## src/core/rbt_defs.vh

```
// Constants shared by the registered bus transceiver core.
// Assumes inclusion by bare name from the core/ folder.
`ifndef RBT_DEFS_VH
`define RBT_DEFS_VH

// ****************************************
// Widths and depths
// ****************************************
`define RBT_DATA_WIDTH 18
`define RBT_BUF_DEPTH 2
`define RBT_PTR_WIDTH 1
`define RBT_CNT_WIDTH 2
`define RBT_CNT_FULL 2'h2

// ****************************************
// Reset values
// ****************************************
`define RBT_STORE_RST 18'h00000
`define RBT_CLK_PREV_RST 1'h0
`define RBT_OE_RST 1'h0

`endif

```

## src/core/rbt_transceiver.v

```verilog
// Registered 18-bit bus transceiver between an A bus and a B bus, one path per direction.
// Assumes every input is synchronous to sys_clk. The capture clocks are sampled as ordinary inputs.
// The surrounding logic resolves the pin wires from the output enables.
`timescale 1ns/1ps
`include "rbt_defs.vh"

// ****************************************
// One direction: storage, edge detect, buffer
// ****************************************
module rbt_path #(
	parameter WIDTH = `RBT_DATA_WIDTH
) (
	// Clock and reset
	input wire sys_clk,
	input wire reset_n,
	// Control
	input wire latch_enable,
	input wire capture_clock,
	input wire output_enable,
	// Data in from the source bus
	input wire [WIDTH-1:0] data_in,
	// Drive toward the destination bus
	output wire [WIDTH-1:0] data_out,
	output wire data_out_en,
	// Stream of captured words
	output wire word_valid,
	input wire word_ready,
	output wire [WIDTH-1:0] word_data,
	output wire capture_ready
);
	reg [WIDTH-1:0] store_reg;
	reg [WIDTH-1:0] store_next;
	reg clk_prev_reg;
	reg oe_reg;
	reg [WIDTH-1:0] buf_reg [0:`RBT_BUF_DEPTH-1];
	reg [`RBT_PTR_WIDTH-1:0] wr_ptr_reg;
	reg [`RBT_PTR_WIDTH-1:0] rd_ptr_reg;
	reg [`RBT_CNT_WIDTH-1:0] count_reg;
	reg [WIDTH-1:0] out_reg;
	wire fall;
	wire push;
	wire pop;
	wire full;
	wire empty;

	assign fall = clk_prev_reg & ~capture_clock;
	assign full = (count_reg == `RBT_CNT_FULL);
	assign empty = (count_reg == {`RBT_CNT_WIDTH{1'b0}});
	assign push = fall & ~latch_enable & ~full;
	assign pop = ~empty & word_ready;

	// Storage selection
	always @* begin
		store_next = store_reg;
		if (latch_enable) begin
			store_next = data_in;
		end else if (fall) begin
			store_next = data_in;
		end
	end

	always @(posedge sys_clk) begin
		if (!reset_n) begin
			store_reg <= `RBT_STORE_RST;
			clk_prev_reg <= `RBT_CLK_PREV_RST;
			oe_reg <= `RBT_OE_RST;
		end else begin
			store_reg <= store_next;
			clk_prev_reg <= capture_clock;
			oe_reg <= output_enable;
		end
	end

	// ****************************************
	// Two-entry buffer of clocked captures
	// ****************************************
	always @(posedge sys_clk) begin
		if (!reset_n) begin
			wr_ptr_reg <= {`RBT_PTR_WIDTH{1'b0}};
			rd_ptr_reg <= {`RBT_PTR_WIDTH{1'b0}};
			count_reg <= {`RBT_CNT_WIDTH{1'b0}};
		end else begin
			if (push) begin
				wr_ptr_reg <= wr_ptr_reg + 1'b1;
			end
			if (pop) begin
				rd_ptr_reg <= rd_ptr_reg + 1'b1;
			end
			if (push && !pop) begin
				count_reg <= count_reg + 1'b1;
			end else if (pop && !push) begin
				count_reg <= count_reg - 1'b1;
			end
		end
	end

	always @(posedge sys_clk) begin
		if (push) begin
			buf_reg[wr_ptr_reg] <= data_in;
		end
	end

	// Head word picked straight from the buffer flops
	always @* begin
		out_reg = buf_reg[rd_ptr_reg];
	end

	assign data_out = store_reg;
	assign data_out_en = oe_reg;
	assign word_valid = ~empty;
	assign word_data = out_reg;
	assign capture_ready = ~full;
endmodule // rbt_path

// ****************************************
// Top: both directions on the shared pins
// ****************************************
module rbt_transceiver #(
	parameter WIDTH = `RBT_DATA_WIDTH
) (
	// Clock and reset
	input wire sys_clk,
	input wire reset_n,
	// A-to-B control
	input wire a_to_b_output_enable,
	input wire a_to_b_latch_enable,
	input wire a_to_b_capture_clock,
	// B-to-A control
	input wire b_to_a_output_enable_n,
	input wire b_to_a_latch_enable,
	input wire b_to_a_capture_clock,
	// A pins
	input wire [WIDTH-1:0] a_in,
	output wire [WIDTH-1:0] a_out,
	output wire a_oe,
	// B pins
	input wire [WIDTH-1:0] b_in,
	output wire [WIDTH-1:0] b_out,
	output wire b_oe,
	// A-to-B capture stream
	output wire ab_word_valid,
	input wire ab_word_ready,
	output wire [WIDTH-1:0] ab_word_data,
	output wire ab_capture_ready,
	// B-to-A capture stream
	output wire ba_word_valid,
	input wire ba_word_ready,
	output wire [WIDTH-1:0] ba_word_data,
	output wire ba_capture_ready
);
	// A-to-B: A pins are inputs, B pins are outputs
	rbt_path #(.WIDTH(WIDTH)) u_a_to_b (
		.sys_clk(sys_clk),
		.reset_n(reset_n),
		.latch_enable(a_to_b_latch_enable),
		.capture_clock(a_to_b_capture_clock),
		.output_enable(a_to_b_output_enable),
		.data_in(a_in),
		.data_out(b_out),
		.data_out_en(b_oe),
		.word_valid(ab_word_valid),
		.word_ready(ab_word_ready),
		.word_data(ab_word_data),
		.capture_ready(ab_capture_ready)
	);

	// B-to-A mirror with inverted output enable
	rbt_path #(.WIDTH(WIDTH)) u_b_to_a (
		.sys_clk(sys_clk),
		.reset_n(reset_n),
		.latch_enable(b_to_a_latch_enable),
		.capture_clock(b_to_a_capture_clock),
		.output_enable(~b_to_a_output_enable_n),
		.data_in(b_in),
		.data_out(a_out),
		.data_out_en(a_oe),
		.word_valid(ba_word_valid),
		.word_ready(ba_word_ready),
		.word_data(ba_word_data),
		.capture_ready(ba_capture_ready)
	);
endmodule // rbt_transceiver

```

## config.mk

```make
export PLATFORM = sky130hd
export DESIGN_NAME = rbt_transceiver
export DESIGN_NICKNAME = d
export VERILOG_FILES = /design/src/core/rbt_transceiver.v
export VERILOG_INCLUDE_DIRS = /design/src /design/src/core
export SDC_FILE = /design/constraint.sdc
export NUM_CORES = 1
export LEC_CHECK = 0
export ABC_AREA = 1
export BUFFER_PORTS_ARGS = -buffer_cell sky130_fd_sc_hd__buf_2
export CORE_MARGIN = 5
export CORE_UTILIZATION = 58
export CTS_BUF_LIST = sky130_fd_sc_hd__clkbuf_8
export CTS_CLUSTER_DIAMETER = 50
export DETAILED_ROUTE_END_ITERATION = 8
export PLACE_DENSITY = 0.88
export SYNTH_ARGS = -nofsm -noshare
export SYNTH_HDL_FRONTEND = slang
export SYNTH_SLANG_ARGS = --single-unit
export TNS_END_PERCENT = 30
```

## constraint.sdc

```tcl
create_clock -name sys_clk -period 7.5 [get_ports sys_clk]
set_input_delay 1.5 -clock sys_clk [delete_from_list [all_inputs] [get_ports sys_clk]]
set_output_delay 1.5 -clock sys_clk [all_outputs]
set_load 0.02 [all_outputs]
```

==> run metrics <==
mapped cell area ~4500 um2; Pleak ~2.4 nW; Synth Area in Adders 0.00557; mux share of post-synthesis cell area 0.0903; Synth top cells by count nor2_1 (89), edfxtp_1 (72), dfxtp_1 (50), mux2_2 (36), o21ai_0 (35); Die W 98.0 um; RD Place Congestion 0.760; CP max FO 18; DRT Wirelength 9660 um; largest net degree at the start of global routing just under 50; initial antenna violation count 0; IO Pins 124; post-CTS setup buffers 0; Total Nets Final roughly 540; post-DR vias/cell around 5.1; drt pass-1 iters 4; Max Cap Viol 0; post-synthesis compound-gate area fraction 0.0516; Die Ht 98.0 um; Synth area leaders edfxtp_1 (48%), dfxtp_1 (22%), mux2_2 (9.0%); CTS sink cnt 122; WL per Instance 15.8 um; number of fill cells in the layout ~540; Worst-Skew Late Latency 410 ps; DRC Markers 0; DR iter-0 viols about 150; ys flop type edfxtp_1; Avg Cell Area, Syn around 12 um2; period utilization 0.450; Reg area 3160 um2; Antenna Cells 0; distinct cell type count after synthesis 23; CTS Root Cell clkbuf_8; Worst Clk Skew about 13 ps; main combinational cell family by area after synthesis simple AND/OR/NAND/NOR gates; Routed Antenna Nets 0; worst-path cell chain mux2_2 > buf_2; Worst Setup End Kind output port; layout cells sized above 1 0.396; top cell type's share of synthesized area 0.482; Post-synth EDFFs 72; vias 3087; unrepaired setup endpoints after global routing false; # setup viols final 0; Post-Synth XOR/XNOR Area 0; Post-Syn Nets 412; startpoint class of the critical path flip-flop; Peak VDD IR 199 uV; hold buffers post-CTS 0; register bit total from synthesis ~120; Post-Syn Instances 364; total track usage 0.207; Worst path max stage delay between 800 and 900 ps; fmax 0.296 GHz; Max clock buf depth 2; most frequent cell after synthesis nor2_1; first-pass GRT wire length 15600 um; CTS Buf Count 17; post-DP HPWL 6490 um; worst slew pin tran 858 ps; Max transition margin 0.427; row count 32; grt ovf 0; Crit Path Class reg2out; die area just under 10000 um2; setup TNS 0 ps; CTS H-tree depth 4; vias in the first global route roughly 3200; sequential cell area fraction in the yosys report 0.705; Final Slew Violations 0; area grow syn2layout 25.0%; pwr/cell area 283 nW/um2; Initial Utilization 0.587; crit path DAT 1880 ps; CTS tree built; yosys synthesis warning count 0; Resized Gates After CTS 0; share of flip-flops with an asynchronous set or reset 0; CP Data Required Time 6000 ps; area of the multi-input gates 1160 um2; Fin Hold WS 507 ps; post-synth top area cell edfxtp_1; number of port buffers 123; simple logic cell fraction of the synthesized area 0.108; Period minus WS final 3380 ps; Worst Path Buf+Inv 1; cell family with most CP delay flip-flops; Hold Crit Class reg2reg; final hold vios 0; status finished clean; CP max stage cell dfxtp_1; Clock transition at path regs about 60 ps; core box area 7650 um2
final timing paths:
| check | from | to | slack, ps | depth (start not counted) |
|---|---|---|---|---|
| max | flip-flop | ba_word_data[11] | 4120 | 2 |
| max reg2reg | u_a_to_b.count_reg[0]$_SDFFE_PN0P_ | u_a_to_b.buf_reg[1][11]$_DFFE_PP_ | 5820 | 4 |
| min reg2reg | u_a_to_b.count_reg[0]$_SDFFE_PN0P_ | u_a_to_b.count_reg[0]$_SDFFE_PN0P_ | 510 | 1 |
| min | u_a_to_b.count_reg[0]$_SDFFE_PN0P_ | u_a_to_b.count_reg[0]$_SDFFE_PN0P_ | 510 | 1 |
area by class of cell:
class | count | area share
clock buffers | 17 | 0.0417
clock inverters | 15 | 0.0355
repair buffers | 125 | 0.112
flip-flops and latches | 122 | 0.564
multi-input cells | 203 | 0.207
inverters | 26 | 0.0174
well taps | 102 | 0.0227
metal layers:
metal  vias to the layer above  global-route usage  part of all wire
li1                       1506                   -                 -
met1                      1492               0.236              0.39
met2                        85               0.379              0.56
met3                         4              0.0464             0.047
met4                         0              0.0714            0.0073
met5                         -                   0                 0
power by group:
| group | switching, mW | total, mW | internal (mW) |
|---|---|---|---|
| sequential | 0.0269 | 0.765 | 0.738 |
| combinational | 0.126 | 0.203 | 0.0775 |
| clock | 0.260 | 0.622 | 0.363 |
cell families after synthesis:
family,after synthesis
fa+ha+maj,2
mux,36
compound gates,43
simple gates,122
buf+inv,39
flops,122
placed cells by master, fill, tap and decap left out, types with 4 or more instances in the layout:
| cell | Yosys | routed |
|---|---|---|
| buf_2 | 4 | 123 |
| bufinv_16 | 0 | 4 |
| clkbuf_8 | 0 | 17 |
| clkinvlp_4 | 0 | 4 |
| dfxtp_1 | 50 | 50 |
| edfxtp_1 | 72 | 72 |
| inv_1 | 22 | 23 |
| inv_2 | 4 | 4 |
| mux2_2 | 36 | 36 |
| nand2_1 | 22 | 22 |
| nand4_1 | 4 | 4 |
| nor2_1 | 89 | 89 |
| o21ai_0 | 35 | 35 |
stage by stage:
step | total power [mW] | std cells | util | cell area [um2] | setup slack, ps
finish | 1.59 | 610 | 0.734 | 5610 | 4120
global route | 1.66 | 610 | 0.734 | 5610 | 4030
global placement | 0.973 | 578 | 0.677 | 5180 | 4560
CTS | 1.60 | 610 | 0.734 | 5610 | 4080
floorplan | 0.908 | 364 | - | 4490 | 4100
detailed placement | 0.982 | 578 | 0.677 | 5180 | 4540
Note: power is estimated with default switching activity, not from simulation.
